==> src/hdl/t1lt_pkg.sv <==
/*
  Shared constants for the T1 loopback and test control block: register offsets,
  register field positions, reset values and timing counts.
  Assumes a 25 MHz core clock and a 32-bit AHB-Lite register bus.
*/
package t1lt_pkg;

  // Clock and timing.
  localparam int unsigned CLK_PERIOD_NS   = 40;
  localparam int unsigned TICK_S          = 1;
  localparam int unsigned NS_PER_S        = 1_000_000_000;
  localparam int unsigned CYC_PER_SEC     = TICK_S * NS_PER_S / CLK_PERIOD_NS;
  localparam int unsigned REMOTE_SEND_S   = 10;
  localparam int unsigned SEC_PER_MIN     = 60;
  localparam logic [7:0]  TIMEOUT_MIN_RST = 8'h0A;

  // Pattern generator shape.
  localparam int unsigned PRBS_LEN = 9;
  localparam int unsigned PRBS_TAP = 5;

  // Register byte offsets.
  localparam logic [7:0] OFS_CTRL    = 8'h00;
  localparam logic [7:0] OFS_CMD     = 8'h04;
  localparam logic [7:0] OFS_STATUS  = 8'h08;
  localparam logic [7:0] OFS_ERRCNT  = 8'h0C;
  localparam logic [7:0] OFS_ELAPSED = 8'h10;
  localparam logic [7:0] OFS_TIMEOUT = 8'h14;

  // Control register fields and reset value.
  localparam int unsigned CTRL_TMO_EN     = 0;
  localparam int unsigned CTRL_RMT_CARR   = 1;
  localparam int unsigned CTRL_SEND_UP    = 2;
  localparam logic [2:0]  CTRL_RST        = 3'h1;

  // Command register bits, each a one-shot on write.
  localparam int unsigned CMD_DTE_START   = 0;
  localparam int unsigned CMD_DTE_STOP    = 1;
  localparam int unsigned CMD_NLP_START   = 2;
  localparam int unsigned CMD_NLP_STOP    = 3;
  localparam int unsigned CMD_RMT_SEND    = 4;
  localparam int unsigned CMD_PAT_START   = 5;
  localparam int unsigned CMD_PAT_STOP    = 6;
  localparam int unsigned CMD_LAMP_START  = 7;
  localparam int unsigned CMD_LAMP_STOP   = 8;
  localparam int unsigned CMD_ABORT_ALL   = 9;
  localparam int unsigned CMD_ERR_CLEAR   = 10;

  // Status register bits.
  localparam int unsigned ST_DTE          = 0;
  localparam int unsigned ST_NLP          = 1;
  localparam int unsigned ST_RMT_SEND     = 2;
  localparam int unsigned ST_PAT          = 3;
  localparam int unsigned ST_LAMP         = 4;
  localparam int unsigned ST_CARR_LINE    = 5;
  localparam int unsigned ST_CARR_PAY     = 6;
  localparam int unsigned ST_CARR_RMT     = 7;
  localparam int unsigned ST_ABORT_BUSY   = 8;
  localparam int unsigned ST_ABORT_DONE   = 9;
  localparam int unsigned ST_REFUSED      = 10;

endpackage : t1lt_pkg

==> src/hdl/t1_loopback_test_control.sv <==
/*
  Loopback and test control for a T1 to SDSL termination unit, with AHB-Lite registers.
  Assumes one 25 MHz clock, a bit per cycle on the DSX-1 stream, net_bit_en on the
  network stream, and one-cycle activation pulses from the carrier code detectors.
*/
// The AHB-Lite interface to the registers and the register addresses are this design's own decisions.
//
// Overview of operation
// - Terminal-side loopback returns DSX-1 receive to DSX-1 transmit before the framer.
// - Terminal-side loopback start refused while another loopback runs.
// - Remote loopback sends the Up or Down command ten seconds, then stops.
// - Remote command sending cannot be stopped manually; ten seconds always complete.
// - Remote loopback refused while any loopback or pattern test is active.
// - Both units send the 511 pattern with test lamps lit throughout.
// - Pattern test is no loopback; each unit generates and checks independently.
// - Initiator counts bit errors with elapsed time; clear command zeroes count while the test runs.
// - Lamp test blinks all lamps together once a second, then restores.
// - Enabled timeout ends any user test after configured minutes, ten by default.
// - Abort-all stops all user tests; completion shown only after all ended.
// - Abort-all leaves carrier-started loopbacks running until carrier releases.
// - Aborted tests involving the remote unit may run a few seconds longer.
// - Carrier line loopback returns signal unmodified, violations and overhead intact.
// - Carrier payload loopback regenerates overhead bits and removes bipolar violations.
// - Line loop by in-band or bit code; payload, remote by bit code only.
// - Remote carrier loopback loops at remote; local unit passes data back.
`timescale 1ns/1ps
module t1_loopback_test_control
  import t1lt_pkg::*;
#(
  parameter int unsigned CYCLES_PER_SEC = CYC_PER_SEC,
  parameter int unsigned NLED           = 8,
  parameter int unsigned ERRW           = 32
) (
  input  wire logic            core_clk,
  input  wire logic            rst_b,
  // AHB-Lite slave.
  input  wire logic            hsel,
  input  wire logic [31:0]     haddr,
  input  wire logic [1:0]      htrans,
  input  wire logic            hwrite,
  input  wire logic [2:0]      hsize,
  input  wire logic [31:0]     hwdata,
  input  wire logic            hready,
  output logic                 hreadyout,
  output logic                 hresp,
  output logic [31:0]          hrdata,
  // DSX-1 side.
  input  wire logic            dsx_rx_bit,
  input  wire logic            dsx_rx_bipolar_violation,
  input  wire logic            dsx_rx_overhead,
  input  wire logic            overhead_regen_bit,
  input  wire logic            framer_tx_bit,
  output logic                 framer_rx_bit,
  output logic                 dsx_tx_bit,
  output logic                 dsx_tx_bipolar_violation,
  // Network (DSL) side.
  input  wire logic            net_bit_en,
  input  wire logic            net_rx_bit,
  input  wire logic            framer_net_tx_bit,
  output logic                 net_tx_bit,
  output logic                 remote_cmd_send,
  output logic                 remote_cmd_up,
  output logic                 remote_carrier_loop,
  // Carrier activation and release pulses.
  input  wire logic            inband_line_up,
  input  wire logic            inband_line_down,
  input  wire logic            boc_line_up,
  input  wire logic            boc_line_down,
  input  wire logic            boc_payload_up,
  input  wire logic            boc_payload_down,
  input  wire logic            boc_remote_up,
  input  wire logic            boc_remote_down,
  // Front panel.
  input  wire logic [NLED-1:0] normal_leds,
  output logic [NLED-1:0]      leds,
  output logic                 test_led
);

  typedef struct packed {
    logic            wr_pend;
    logic [7:0]      wr_addr;
    logic [31:0]     rdata;
    logic [2:0]      ctrl;
    logic [7:0]      tmo_min;
    logic            dte;
    logic            nlp;
    logic            rmt_send;
    logic            rmt_up;
    logic [3:0]      rmt_sec;
    logic            pat;
    logic            lamp;
    logic            carr_line;
    logic            carr_pay;
    logic            carr_rmt;
    logic            abort_busy;
    logic            abort_done;
    logic            refused;
    logic [ERRW-1:0] errcnt;
    logic [31:0]     elapsed;
    logic [15:0]     test_sec;
    logic            dsx_tx;
    logic            dsx_cv;
    logic            net_tx;
    logic [NLED-1:0] led;
    logic            tled;
  } ctl_state_t;

  ctl_state_t q;
  ctl_state_t d;

  logic sec_pulse;
  logic blink_on;
  logic pat_tx;
  logic pat_err;

  second_tick #(
    .CYCLES    (CYCLES_PER_SEC)
  ) u_tick (
    .core_clk  (core_clk),
    .rst_b     (rst_b),
    .sec_pulse (sec_pulse),
    .blink_on  (blink_on)
  );

  prbs511_engine #(
    .LEN       (PRBS_LEN),
    .TAP       (PRBS_TAP)
  ) u_prbs (
    .core_clk  (core_clk),
    .rst_b     (rst_b),
    .enable    (q.pat),
    .bit_en    (net_bit_en),
    .rx_bit    (net_rx_bit),
    .tx_bit    (pat_tx),
    .bit_error (pat_err)
  );

  logic        addr_ok;
  logic        wr_now;
  logic [10:0] cmd;
  logic        any_loop;
  logic        user_active;
  logic        tmo_hit;
  logic [31:0] status;

  // A write lands in the data phase, one cycle after its address was taken.
  assign addr_ok = hsel & htrans[1] & hready;
  assign wr_now  = q.wr_pend & (q.wr_addr == OFS_CMD);
  assign cmd     = wr_now ? hwdata[10:0] : 11'h000;

  assign any_loop    = q.dte | q.nlp | q.rmt_send | q.carr_line | q.carr_pay | q.carr_rmt;
  assign user_active = q.dte | q.nlp | q.pat | q.lamp;
  assign tmo_hit     = q.ctrl[CTRL_TMO_EN] & user_active &
                       (q.test_sec >= 16'(q.tmo_min * 14'(SEC_PER_MIN)));

  always_comb begin
    status                = 32'h0000_0000;
    status[ST_DTE]        = q.dte;
    status[ST_NLP]        = q.nlp;
    status[ST_RMT_SEND]   = q.rmt_send;
    status[ST_PAT]        = q.pat;
    status[ST_LAMP]       = q.lamp;
    status[ST_CARR_LINE]  = q.carr_line;
    status[ST_CARR_PAY]   = q.carr_pay;
    status[ST_CARR_RMT]   = q.carr_rmt;
    status[ST_ABORT_BUSY] = q.abort_busy;
    status[ST_ABORT_DONE] = q.abort_done;
    status[ST_REFUSED]    = q.refused;
  end

  always_comb begin
    logic stop_all;
    logic refuse;
    stop_all = 1'b0;
    refuse   = 1'b0;
    d        = q;

    // Bus address phase: capture writes, prepare read data for the data phase.
    d.wr_pend = addr_ok & hwrite;
    if (addr_ok) begin
      d.wr_addr = haddr[7:0];
    end
    if (addr_ok && !hwrite) begin
      unique case (haddr[7:0])
        OFS_CTRL:    d.rdata = {29'h0000_0000, q.ctrl};
        OFS_STATUS:  d.rdata = status;
        OFS_ERRCNT:  d.rdata = 32'(q.errcnt);
        OFS_ELAPSED: d.rdata = q.elapsed;
        OFS_TIMEOUT: d.rdata = {24'h00_0000, q.tmo_min};
        default:     d.rdata = 32'h0000_0000;
      endcase
    end
    if (q.wr_pend && q.wr_addr == OFS_CTRL) begin
      d.ctrl = hwdata[2:0];
    end
    if (q.wr_pend && q.wr_addr == OFS_TIMEOUT) begin
      d.tmo_min = hwdata[7:0];
    end
    // Sticky flags clear by writing one; a same-cycle event below still wins.
    if (q.wr_pend && q.wr_addr == OFS_STATUS) begin
      if (hwdata[ST_ABORT_DONE]) begin
        d.abort_done = 1'b0;
      end
      if (hwdata[ST_REFUSED]) begin
        d.refused = 1'b0;
      end
    end

    // Terminal-side loopback.
    if (cmd[CMD_DTE_START]) begin
      if (any_loop && !q.dte) begin
        refuse = 1'b1;
      end else begin
        d.dte = 1'b1;
      end
    end
    if (cmd[CMD_DTE_STOP]) begin
      d.dte = 1'b0;
    end

    // Network line loopback.
    if (cmd[CMD_NLP_START]) begin
      if ((any_loop || q.pat) && !q.nlp) begin
        refuse = 1'b1;
      end else begin
        d.nlp = 1'b1;
      end
    end
    if (cmd[CMD_NLP_STOP]) begin
      d.nlp = 1'b0;
    end

    // Remote command sending: no stop command exists, it ends on its own count.
    if (cmd[CMD_RMT_SEND]) begin
      if (any_loop || q.pat) begin
        refuse = 1'b1;
      end else begin
        d.rmt_send = 1'b1;
        d.rmt_up   = q.ctrl[CTRL_SEND_UP];
        d.rmt_sec  = 4'h0;
      end
    end else if (q.rmt_send && sec_pulse) begin
      if (q.rmt_sec == 4'(REMOTE_SEND_S - 1)) begin
        d.rmt_send = 1'b0;
      end else begin
        d.rmt_sec = q.rmt_sec + 4'h1;
      end
    end

    // Pattern test with error count and elapsed seconds.
    if (cmd[CMD_PAT_START] && !q.pat) begin
      if (any_loop) begin
        refuse = 1'b1;
      end else begin
        d.pat     = 1'b1;
        d.errcnt  = '0;
        d.elapsed = 32'h0000_0000;
      end
    end
    if (cmd[CMD_PAT_STOP]) begin
      d.pat = 1'b0;
    end
    if (q.pat) begin
      if (sec_pulse) begin
        d.elapsed = q.elapsed + 32'h0000_0001;
      end
      // Clear then count, so an error in the clearing cycle is kept; saturates.
      if (cmd[CMD_ERR_CLEAR]) begin
        d.errcnt = ERRW'(pat_err);
      end else if (pat_err && q.errcnt != '1) begin
        d.errcnt = q.errcnt + ERRW'(1);
      end
    end

    // Lamp test.
    if (cmd[CMD_LAMP_START]) begin
      d.lamp = 1'b1;
    end
    if (cmd[CMD_LAMP_STOP]) begin
      d.lamp = 1'b0;
    end

    // Timeout: one clock of seconds runs while any user test runs.
    if (!user_active) begin
      d.test_sec = 16'h0000;
    end else if (sec_pulse && q.test_sec != 16'hFFFF) begin
      d.test_sec = q.test_sec + 16'h0001;
    end

    // Abort-all waits for the remote send window, the only test it cannot cut short.
    if (cmd[CMD_ABORT_ALL]) begin
      d.abort_busy = 1'b1;
    end
    stop_all = tmo_hit | cmd[CMD_ABORT_ALL] | q.abort_busy;
    if (stop_all) begin
      d.dte  = 1'b0;
      d.nlp  = 1'b0;
      d.pat  = 1'b0;
      d.lamp = 1'b0;
    end
    if (q.abort_busy && !user_active && !q.rmt_send) begin
      d.abort_busy = 1'b0;
      d.abort_done = 1'b1;
    end
    if (refuse) begin
      d.refused = 1'b1;
    end

    // Carrier-started loopbacks: only the carrier's release ends them.
    if (inband_line_up || boc_line_up) begin
      d.carr_line = 1'b1;
    end else if (inband_line_down || boc_line_down) begin
      d.carr_line = 1'b0;
    end
    if (boc_payload_up) begin
      d.carr_pay = 1'b1;
    end else if (boc_payload_down) begin
      d.carr_pay = 1'b0;
    end
    if (boc_remote_up) begin
      d.carr_rmt = 1'b1;
    end else if (boc_remote_down) begin
      d.carr_rmt = 1'b0;
    end

    // DSX-1 transmit selection.
    if (q.dte || q.carr_line) begin
      d.dsx_tx  = dsx_rx_bit;
      d.dsx_cv  = dsx_rx_bipolar_violation;
    end else if (q.carr_pay) begin
      d.dsx_tx  = dsx_rx_overhead ? overhead_regen_bit : dsx_rx_bit;
      d.dsx_cv  = 1'b0;
    end else if (q.carr_rmt && q.ctrl[CTRL_RMT_CARR]) begin
      d.dsx_tx  = net_rx_bit;
      d.dsx_cv  = 1'b0;
    end else begin
      d.dsx_tx  = framer_tx_bit;
      d.dsx_cv  = 1'b0;
    end

    // Network transmit selection.
    if (q.nlp) begin
      d.net_tx = net_rx_bit;
    end else if (q.pat) begin
      d.net_tx = pat_tx;
    end else begin
      d.net_tx = framer_net_tx_bit;
    end

    // Lamps: all blink in step during the lamp test, otherwise normal display.
    d.led  = q.lamp ? {NLED{blink_on}} : normal_leds;
    d.tled = q.lamp ? blink_on : (any_loop | q.pat);
  end

  always_ff @(posedge core_clk) begin
    if (!rst_b) begin
      q         <= '0;
      q.ctrl    <= CTRL_RST;
      q.tmo_min <= TIMEOUT_MIN_RST;
    end else begin
      q <= d;
    end
  end

  // Zero-wait-state slave; hsize is not checked because only whole words are used.
  assign hreadyout = 1'b1;
  assign hresp     = 1'b0;
  assign hrdata    = q.rdata;

  assign framer_rx_bit            = dsx_rx_bit;
  assign dsx_tx_bit               = q.dsx_tx;
  assign dsx_tx_bipolar_violation = q.dsx_cv;
  assign net_tx_bit               = q.net_tx;
  assign remote_cmd_send          = q.rmt_send;
  assign remote_cmd_up            = q.rmt_up;
  assign remote_carrier_loop      = q.carr_rmt & q.ctrl[CTRL_RMT_CARR];
  assign leds                     = q.led;
  assign test_led                 = q.tled;

endmodule : t1_loopback_test_control

==> src/hdl/second_tick.sv <==
/*
  Free-running one-second tick and a 50 percent blink phase derived from it.
  Assumes one clock; CYCLES is the number of core clocks in one second.
*/
`timescale 1ns/1ps
module second_tick
  import t1lt_pkg::*;
#(
  parameter int unsigned CYCLES = CYC_PER_SEC
) (
  input  wire logic core_clk,
  input  wire logic rst_b,
  output logic      sec_pulse,
  output logic      blink_on
);

  localparam int unsigned W = $clog2(CYCLES);

  typedef struct packed {
    logic [W-1:0] cnt;
    logic         pulse;
    logic         blink;
  } tick_state_t;

  tick_state_t q;
  tick_state_t d;

  always_comb begin
    d       = q;
    d.pulse = 1'b0;
    if (q.cnt == W'(CYCLES - 1)) begin
      d.cnt   = '0;
      d.pulse = 1'b1;
    end else begin
      d.cnt = q.cnt + W'(1);
    end
    d.blink = (d.cnt < W'(CYCLES / 2));
  end

  always_ff @(posedge core_clk) begin
    if (!rst_b) begin
      q <= '0;
    end else begin
      q <= d;
    end
  end

  assign sec_pulse = q.pulse;
  assign blink_on  = q.blink;

endmodule : second_tick

==> src/hdl/prbs511_engine.sv <==
/*
  511 pattern generator and self-synchronising checker.
  Assumes bit_en marks one bit time on the network stream; enable low holds both idle.
*/
`timescale 1ns/1ps
module prbs511_engine
  import t1lt_pkg::*;
#(
  parameter int unsigned LEN = PRBS_LEN,
  parameter int unsigned TAP = PRBS_TAP
) (
  input  wire logic core_clk,
  input  wire logic rst_b,
  input  wire logic enable,
  input  wire logic bit_en,
  input  wire logic rx_bit,
  output logic      tx_bit,
  output logic      bit_error
);

  typedef struct packed {
    logic [LEN-1:0] gen;
    logic [LEN-1:0] chk;
    logic [3:0]     fill;
    logic           tx;
    logic           err;
  } prbs_state_t;

  prbs_state_t q;
  prbs_state_t d;

  always_comb begin
    d     = q;
    d.err = 1'b0;
    if (!enable) begin
      d.gen  = '1;
      d.chk  = '0;
      d.fill = '0;
      d.tx   = 1'b0;
    end else if (bit_en) begin
      d.tx  = q.gen[LEN-1];
      d.gen = {q.gen[LEN-2:0], q.gen[LEN-1] ^ q.gen[TAP-1]};
      // The checker predicts from received bits only, so it locks within LEN bits.
      if (q.fill == 4'(LEN)) begin
        d.err = rx_bit != (q.chk[LEN-1] ^ q.chk[TAP-1]);
      end else begin
        d.fill = q.fill + 4'h1;
      end
      d.chk = {q.chk[LEN-2:0], rx_bit};
    end
  end

  always_ff @(posedge core_clk) begin
    if (!rst_b) begin
      q <= '0;
    end else begin
      q <= d;
    end
  end

  assign tx_bit    = q.tx;
  assign bit_error = q.err;

endmodule : prbs511_engine

==> config.mk <==
export PLATFORM = sky130hd
export DESIGN_NAME = t1_loopback_test_control
export DESIGN_NICKNAME = d
export VERILOG_FILES = /design/src/hdl/t1lt_pkg.sv /design/src/hdl/t1_loopback_test_control.sv /design/src/hdl/second_tick.sv /design/src/hdl/prbs511_engine.sv
export SDC_FILE = /design/constraint.sdc
export NUM_CORES = 1
export LEC_CHECK = 0
export ABC_CLOCK_PERIOD_IN_PS = 9600
export BUFFER_PORTS_ARGS = -buffer_cell sky130_fd_sc_hd__clkbuf_2
export CAP_MARGIN = 20
export CORE_AREA = 10 10 153 155
export CTS_CLUSTER_DIAMETER = 60
export DETAILED_ROUTE_END_ITERATION = 16
export DIE_AREA = 0 0 163 165
export GPL_ROUTABILITY_DRIVEN = 0
export PLACE_DENSITY = 0.76
export SLEW_MARGIN = 20
export SYNTH_ARGS = -nofsm -noshare
export SYNTH_HDL_FRONTEND = slang
export SYNTH_SLANG_ARGS = --single-unit
==> constraint.sdc <==
create_clock -name core_clk -period 9.6 [get_ports core_clk]
set_input_delay 1.92 -clock core_clk [delete_from_list [all_inputs] [get_ports core_clk]]
set_output_delay 1.92 -clock core_clk [all_outputs]
set_load 0.005 [all_outputs]
==> results by group, run 1 <==
Hold path
  – HP Class: reg -> reg
  – HP Start: q[152]

Synthesis
  – Share of the yosys chip area belonging to registers: 38.4%
  – Simple-gate share of the synthesized area: 24.9%
  – Async S/R FF share, synth: 0%
  – Synthesized area: 11,000 µm²
  – Flops & latches, synth: 211
  – Largest family of logic cells by synthesized area: simple AND/OR/NAND/NOR gates
  – Area share of fa/ha/maj cells after synthesis: 6.55%
  – Post-Syn Instances: 1,303
  – Mux contribution to synthesized area: 4.02%
  – Synth cell types: 78
  – Mapped Nets: 1,450
  – Syn_area_per_cell: 8.45 µm²
  – Synth Area in XOR/XNOR: 5.57%
  – EDFF count, synth: 0
  – Total number of yosys warnings: 0
  – Compound-cell area share of the yosys netlist: 13.8%
  – Main synth FF type: dfxtp_1

Cells and area
  – Number of fill cells: 1,790
  – Final core occ: 60.5%
  – Synthesis-to-finish area growth: 10.8%
  – Fin area: 12,200 µm²
  – Ant diodes: 0
  – Final net count: 1,483
  – Share of layout cells above drive strength 1: 13.3%

Floorplan
  – FP Rows: 52
  – Core ar.: 20,200 µm²
  – I/O pin count: 148
  – Die height: 165 µm
  – Die area: 26,900 µm²
  – Initial Utilization: 54.6%
  – Die width: 163 µm

Clocking
  – Clk buf depth: 3
  – PostCTS Resize Cnt: 0
  – CTS buffer count: 24
  – Root Driver: clkbuf_16
  – CTS clock-pin slew for the worst setup and hold paths: 0.06 ns
  – CTS tree: yes
  – Clk_lat worst skew: 0.53 ns
  – H-tree depth: 1
  – Post-CTS Setup Inserts: 0
  – Hold Buf Count CTS: 0
  – Clock Sinks: 211

Power
  – Sw frac: 22.0%
  – Net switching power: 0.429 mW
  – Combinational fraction of design power: 3.7%
  – Pwr dens: 160 nW/µm²
  – Clock power share: 50.5%
  – Total power: 1.95 mW
  – Part of the power in registers: 45.8%
  – Leakage: 4.69 nW
  – Internal: 1.52 mW
  – Max VDD drop: 0.159 mV

Timing
  – Fmax: 0.207 GHz
  – Post-layout minimum cycle time: 4.83 ns
  – Endpoints failing hold: 0
  – Endpoints failing setup: 0
  – RSZ-0062 raised after global routing: no
  – Setup TNS Final: 0 ns
  – Worst Clk Skew: 0.0236 ns
  – Pins Over Slew Limit: 0
  – Max-slew headroom: 34.1%
  – Worst-Margin Slew: 0.988 ns
  – Final period util: 50.3%
  – Fin Hold WS: 0.452 ns

Critical path
  – CP Data Required Time: 10.02 ns
  – Crit-path cells: inv_1, fa_1, fa_1, inv_1, ha_1, a21oi_1, o21ai_0, nand2_1, a211o_1, a311oi_1, ha_1, nand2_1, nor4_1, a221oi_1, o21ai_0, a31oi_1, o211ai_1, a221oi_1
  – CP max stage delay: 0.51 ns
  – Worst R2R Start: q[111]
  – Slowest cell on crit path: fa_1
  – Critical Path Start: q[111]
  – Startpoint Class: flip-flop
  – Critical Setup Path Class: reg -> reg
  – Crit end category: flip-flop
  – Crit path max fanout: 4
  – Crit path arrival time: 5.25 ns

Status
  – Status: complete, no violations

Routing
  – ANT nets after route: 0
  – DRT Wirelength: 27,600 µm
  – # DRC: 0
  – Post-DR wirelength/cell: 17.0 µm
  – Drt initial violations: 777
  – 1st-pass router iterations: 7
  – Via/cell ratio: 5.82
  – Vias: 9,441

Place
  – Placed cell area: 11,300 µm²
  – Post-DP HPWL: 19,400 µm
  – IO Port Bufs: 96

Global route
  – Grt ovf: 0
  – Initial antenna violation count: 0
  – Overall global routing resource usage: 19.9%
  – Vias in the first global route: 8,696
  – Largest net degree at the start of global routing: 88
  – First-pass GRT wire length: 44,600 µm

Job
  – Max Cap Violations: 0
-- worst max-delay path, delay by kind of cell (launching register included) --
family                   cells  cell delay (ns)
AO/OA/AOI/OAI                9             2.23
adder cells (fa/ha/maj)      4             1.61
flip-flops                   1             0.44
AND/OR/NAND/NOR              3             0.24
buffers and inverters        2             0.20
-- kinds of logic (layout without fill, tap and decap cells) --
logic type                 Yosys count  in the layout
and+or+nand+nor                    551            551
AOI/OAI and AO/OA                  229            229
DFF                                211            211
buffers and inverters              147            196
xor gates and xnor gates            70             70
adders and majority gates           50             50
muxes                               43             43
other                                2              2
-- routing by layer --
layer	vias up	GRT usage [%]	wire, µm
li1	4649	-	-
met1	4384	26.6	12400
met2	357	31.8	12300
met3	51	4.26	2310
met4	0	5.49	677
met5	-	0	0
-- power groups by stage --
stage          logic (mW)  registers (mW)  clock network, mW
5_1_grt            0.0796           0.896               1.04
2_1_floorplan      0.0483           0.912                  0
3_5_place_dp       0.0718           0.914                  0
6_report           0.0716           0.895              0.986
4_1_cts            0.0719           0.895              0.996
3_3_place_gp       0.0707           0.914                  0
-- cell usage after synthesis, types with 3 or more instances --
library cell  instances  area share, %
nand4_1              29            1.6
nand2_1             116            4.0
nor2b_1               5           0.28
a211oi_1              6           0.41
buf_4                45            3.1
or3_1                10           0.57
a21oi_1              80            3.6
o21ai_0              36            1.6
o211ai_1             13           0.89
nand3b_1              6           0.41
and4_1               11           0.88
inv_1                48            1.6
clkbuf_1             34            1.2
nor2_1              178            6.1
xnor2_1              38            3.0
a221oi_1             27            2.1
and3_1               26            1.5
o21a_1                4           0.27
a222oi_1              8           0.73
a21o_1                5           0.34
a311oi_1              3           0.24
xor2_1               32            2.5
or4_1                 8           0.55
nand2b_1             15           0.85
nand3_1              50            2.3
o2111ai_1             4           0.32
mux2i_1              36            3.3
a22oi_1               5           0.34
fa_1                 13            2.4
nor3_1               45            2.0
ha_1                 36            4.1
or2_2                 4           0.23
mux2_2                6           0.61
buf_2                12           0.55
nor4_1                9           0.51
dfxtp_1             211             38
and2_1               17           0.97
buf_1                 7           0.24
a31oi_1              13           0.74
-- registers in the layout, indices dropped and copies added, names as in the netlist --
register / count
u_tick.q: 25
leds: 8
u_tick.blink_on: 1
hrdata: 32
remote_cmd_up: 1
remote_cmd_send: 1
dsx_tx_bipolar_violation: 1
net_tx_bit: 1
dsx_tx_bit: 1
u_prbs.q: 22
q: 114
test_led: 1
u_tick.sec_pulse: 1
u_prbs.tx_bit: 1
u_prbs.bit_error: 1
-- area by class of cell --
class                   instances  area (µm²)  share of cell area (%)
clock buffers                  31         678                    5.56
clock inverters                11         173                    1.42
inverters                      49         184                    1.51
multi-input cells             945        6060                    49.6
flip-flops and latches        211        4220                    34.6
well taps                     270         338                    2.77
repair buffers                105         548                    4.49
-- worst paths after layout --
path / to / slack (ns) / depth (start not counted)
worst max-delay path: q[107] / 4.77 / 18
worst min-delay path: q[152] / 0.45 / 2
worst max register to register: q[107] / 4.77 / 18
worst min register to register: q[152] / 0.45 / 2
-- metrics by stage --
step / worst slack, ns / std cells
final: 4.77 / 1622
after global routing: 4.39 / 1622
after CTS: 4.80 / 1622
after detailed placement: 4.85 / 1580
after global placement: 4.93 / 1580
after floorplan: 5.52 / 1303
-- layout by cell type (no fill, tap or decap), types with 4 or more instances in the layout --
master,n
clkbuf_2,96
a211oi_1,6
nand3_1,50
mux2i_1,36
mux2_2,6
ha_1,36
or4_1,8
nand3b_1,6
a21o_1,5
a22oi_1,5
or2_2,4
o2111ai_1,4
nor2b_1,4
inv_1,48
or3_1,10
a222oi_1,8
buf_4,9
and4_1,11
and2_1,17
clkbuf_16,25
nand2_1,116
xnor2_1,38
and3_1,26
nor3_1,45
o21a_1,4
fa_1,13
nand4_1,29
nand2b_1,15
nor2_1,177
nor4_1,9
o211ai_1,13
a21oi_1,80
a221oi_1,27
a31oi_1,13
bufinv_16,4
o21ai_0,36
xor2_1,32
dfxtp_1,211
Note: power is estimated with default switching activity, not from simulation.
==> inputs of run 2 (changes only) <==
ABC_CLOCK_PERIOD_IN_PS = 4600   (was 9600)
clock period = 4.6 ns   (was 9.6 ns; I/O delays follow)
==> run 2 against run 1 <==
Clock power grew 100%; die area is the same; routed wire length grew 0.51%; largest power group unchanged; fmax grew 8.4%; core utilization grew 0.82 points; sequential power grew 110%; combinational power grew 110%; non-clock buffer count grew 11; critical path type unchanged; global-route usage grew 0.21 points; cell count grew 0.80%; critical path depth is the same; worst setup slack lost 4.6 ns.
==> results by group, run 2 (synthesized netlist as in run 1, its figures left out) <==
Floorplan
  – Core ar.: 20,200 µm² (unchanged)
  – Die width: 163 µm (unchanged)
  – FP Rows: 52 (unchanged)
  – I/O pin count: 148 (unchanged)
  – Initial Utilization: 54.6% (unchanged)
  – Die height: 165 µm (unchanged)
  – Die area: 26,900 µm² (unchanged)

Clocking
  – Clock Sinks: 211 (unchanged)
  – H-tree depth: 1 (unchanged)
  – CTS buffer count: 24 (unchanged)
  – CTS tree: yes (unchanged)
  – Clk buf depth: 3 (unchanged)
  – CTS clock-pin slew for the worst setup and hold paths: 0.06 ns (about the same)
  – Root Driver: clkbuf_16 (unchanged)
  – Clk_lat worst skew: 0.51 ns (was 0.53 ns)
  – Hold Buf Count CTS: 0 (unchanged)

Hold path
  – HP Class: reg -> reg (unchanged)

Place
  – Dpl ws: -0.00135 ns (was 4.85 ns)
  – Post-DP HPWL: 19,500 µm (was 19,400 µm)
  – IO Port Bufs: 96 (unchanged)
  – Dpl cells: 1,589 (was 1,580)
  – Placed cell area: 11,400 µm² (was 11,300 µm²)

Cells and area
  – Final net count: 1,494 (was 1,483)
  – Max reg flops: 114 (unchanged)
  – Number of fill cells: 1,793 (was 1,790)
  – Synthesis-to-finish area growth: 12.4% (was 10.8%)
  – Reg with most FFs: q (unchanged)
  – Share of layout cells above drive strength 1: 15.6% (was 13.3%)
  – Layout Cells excl Fill: 1,635 (was 1,622)
  – Ant diodes: 0 (unchanged)
  – Most common cell after layout, fill and taps aside: dfxtp_1 (unchanged)
  – Final core occ: 61.3% (was 60.5%)
  – Fin area: 12,400 µm² (was 12,200 µm²)
  – Commonest cells after routing, fill and taps aside: 209 x dfxtp_1, 177 x nor2_1, 115 x nand2_1, 96 x clkbuf_2, 78 x a21oi_1 (was 211 x dfxtp_1, 177 x nor2_1, 116 x nand2_1, 96 x clkbuf_2, 80 x a21oi_1)

Timing
  – Fmax: 0.225 GHz (was 0.207 GHz)
  – Fin Hold WS: 0.454 ns (was 0.452 ns)
  – Max-slew headroom: 36.3% (was 34.1%)
  – Worst-Margin Slew: 0.956 ns (was 0.988 ns)
  – Setup TNS Final: 0 ns (unchanged)
  – Endpoints failing setup: 0 (unchanged)
  – Worst Clk Skew: 0.0104 ns (was 0.0236 ns)
  – Post-layout minimum cycle time: 4.45 ns (was 4.83 ns)
  – Pins Over Slew Limit: 0 (unchanged)
  – Final WS setup: 0.146 ns (was 4.77 ns)
  – Final period util: 96.8% (was 50.3%)
  – Endpoints failing hold: 0 (unchanged)

Routing
  – Via/cell ratio: 5.84 (was 5.82)
  – Drt initial violations: 776 (was 777)
  – Post-DR wirelength/cell: 17.0 µm (about the same)
  – 1st-pass router iterations: 6 (was 7)
  – ANT nets after route: 0 (unchanged)
  – # DRC: 0 (unchanged)
  – DRT Wirelength: 27,800 µm (was 27,600 µm)
  – Vias: 9,544 (was 9,441)

Global route
  – Overall global routing resource usage: 20.1% (was 19.9%)
  – Vias in the first global route: 8,905 (was 8,696)
  – Initial antenna violation count: 0 (unchanged)
  – Grt ovf: 0 (unchanged)
  – First-pass GRT wire length: 45,300 µm (was 44,600 µm)
  – Largest net degree at the start of global routing: 88 (unchanged)

Power
  – Pwr dens: 326 nW/µm² (was 160 nW/µm²)
  – Max VDD drop: 0.289 mV (was 0.159 mV)
  – Leakage: 4.76 nW (was 4.69 nW)
  – Total power: 4.04 mW (was 1.95 mW)

Critical path
  – Startpoint Class: flip-flop (unchanged)
  – Crit end category: flip-flop (unchanged)
  – Critical Setup Path Class: reg -> reg (unchanged)
  – Crit path max fanout: 4 (unchanged)
  – Crit path arrival time: 4.89 ns (was 5.25 ns)
  – CP Data Required Time: 5.04 ns (was 10.02 ns)

Status
  – Status: complete, no violations (unchanged)

Job
  – Max Cap Violations: 0 (unchanged)
[run 2: layer usage]
metal	vias to the layer above	global-route usage, %	share of wire [%]
li1	4670	-	-
met1	4488	26.5	44
met2	333	31.9	44
met3	53	5.08	8.8
met4	0	6.11	2.7
met5	-	0	0
[run 2: final cells by class]
type / instances / area (µm²) / area share, %
Clock buffer: 35 / 743 / 6.01
Clock inverter: 9 / 111 / 0.900
Inverter: 49 / 184 / 1.49
Multi-Input combinational cell: 945 / 6130 / 49.6
Sequential cell: 211 / 4230 / 34.2
Tap cell: 270 / 338 / 2.73
Timing Repair Buffer: 116 / 631 / 5.10
[run 2: worst max-delay path: stages (launching register included)]
cell      delay, ns
dfxtp_2        0.33
buf_4          0.14
fa_2           0.47
fa_1           0.52
ha_1           0.30
a21o_1         0.12
a21oi_2        0.07
o21ai_2        0.15
nand2_1        0.07
a211o_1        0.35
a311oi_2       0.33
ha_1           0.31
buf_4          0.15
a221oi_2       0.24
o21ai_1        0.11
a31oi_2        0.23
o211ai_1       0.14
buf_4          0.17
a211oi_2       0.18
[run 2: timing repair]
item / in CTS / in global routing
gates resized for setup: 1 / 22
setup endpoints to repair: 4 / 4
gates cloned: 0 / 0
pin swaps: 1 / 14
setup buffers: 0 / 2
[run 2: final timing paths]
| check | startpoint | to | slack [ns] | cells past startpoint |
|---|---|---|---|---|
| max reg2reg | q[110] | q[98] | 0.15 | 18 |
| max | q[110] | q[98] | 0.15 | 18 |
| min reg2reg | q[152] | q[152] | 0.45 | 2 |
| min | q[152] | q[152] | 0.45 | 2 |
[run 2: report_power, final]
| part | leakage (nW) | internal (mW) | switching (mW) |
|---|---|---|---|
| logic | 2.63 | 0.0597 | 0.0903 |
| clock network | 0.423 | 1.24 | 0.780 |
| registers | 1.71 | 1.85 | 0.0157 |
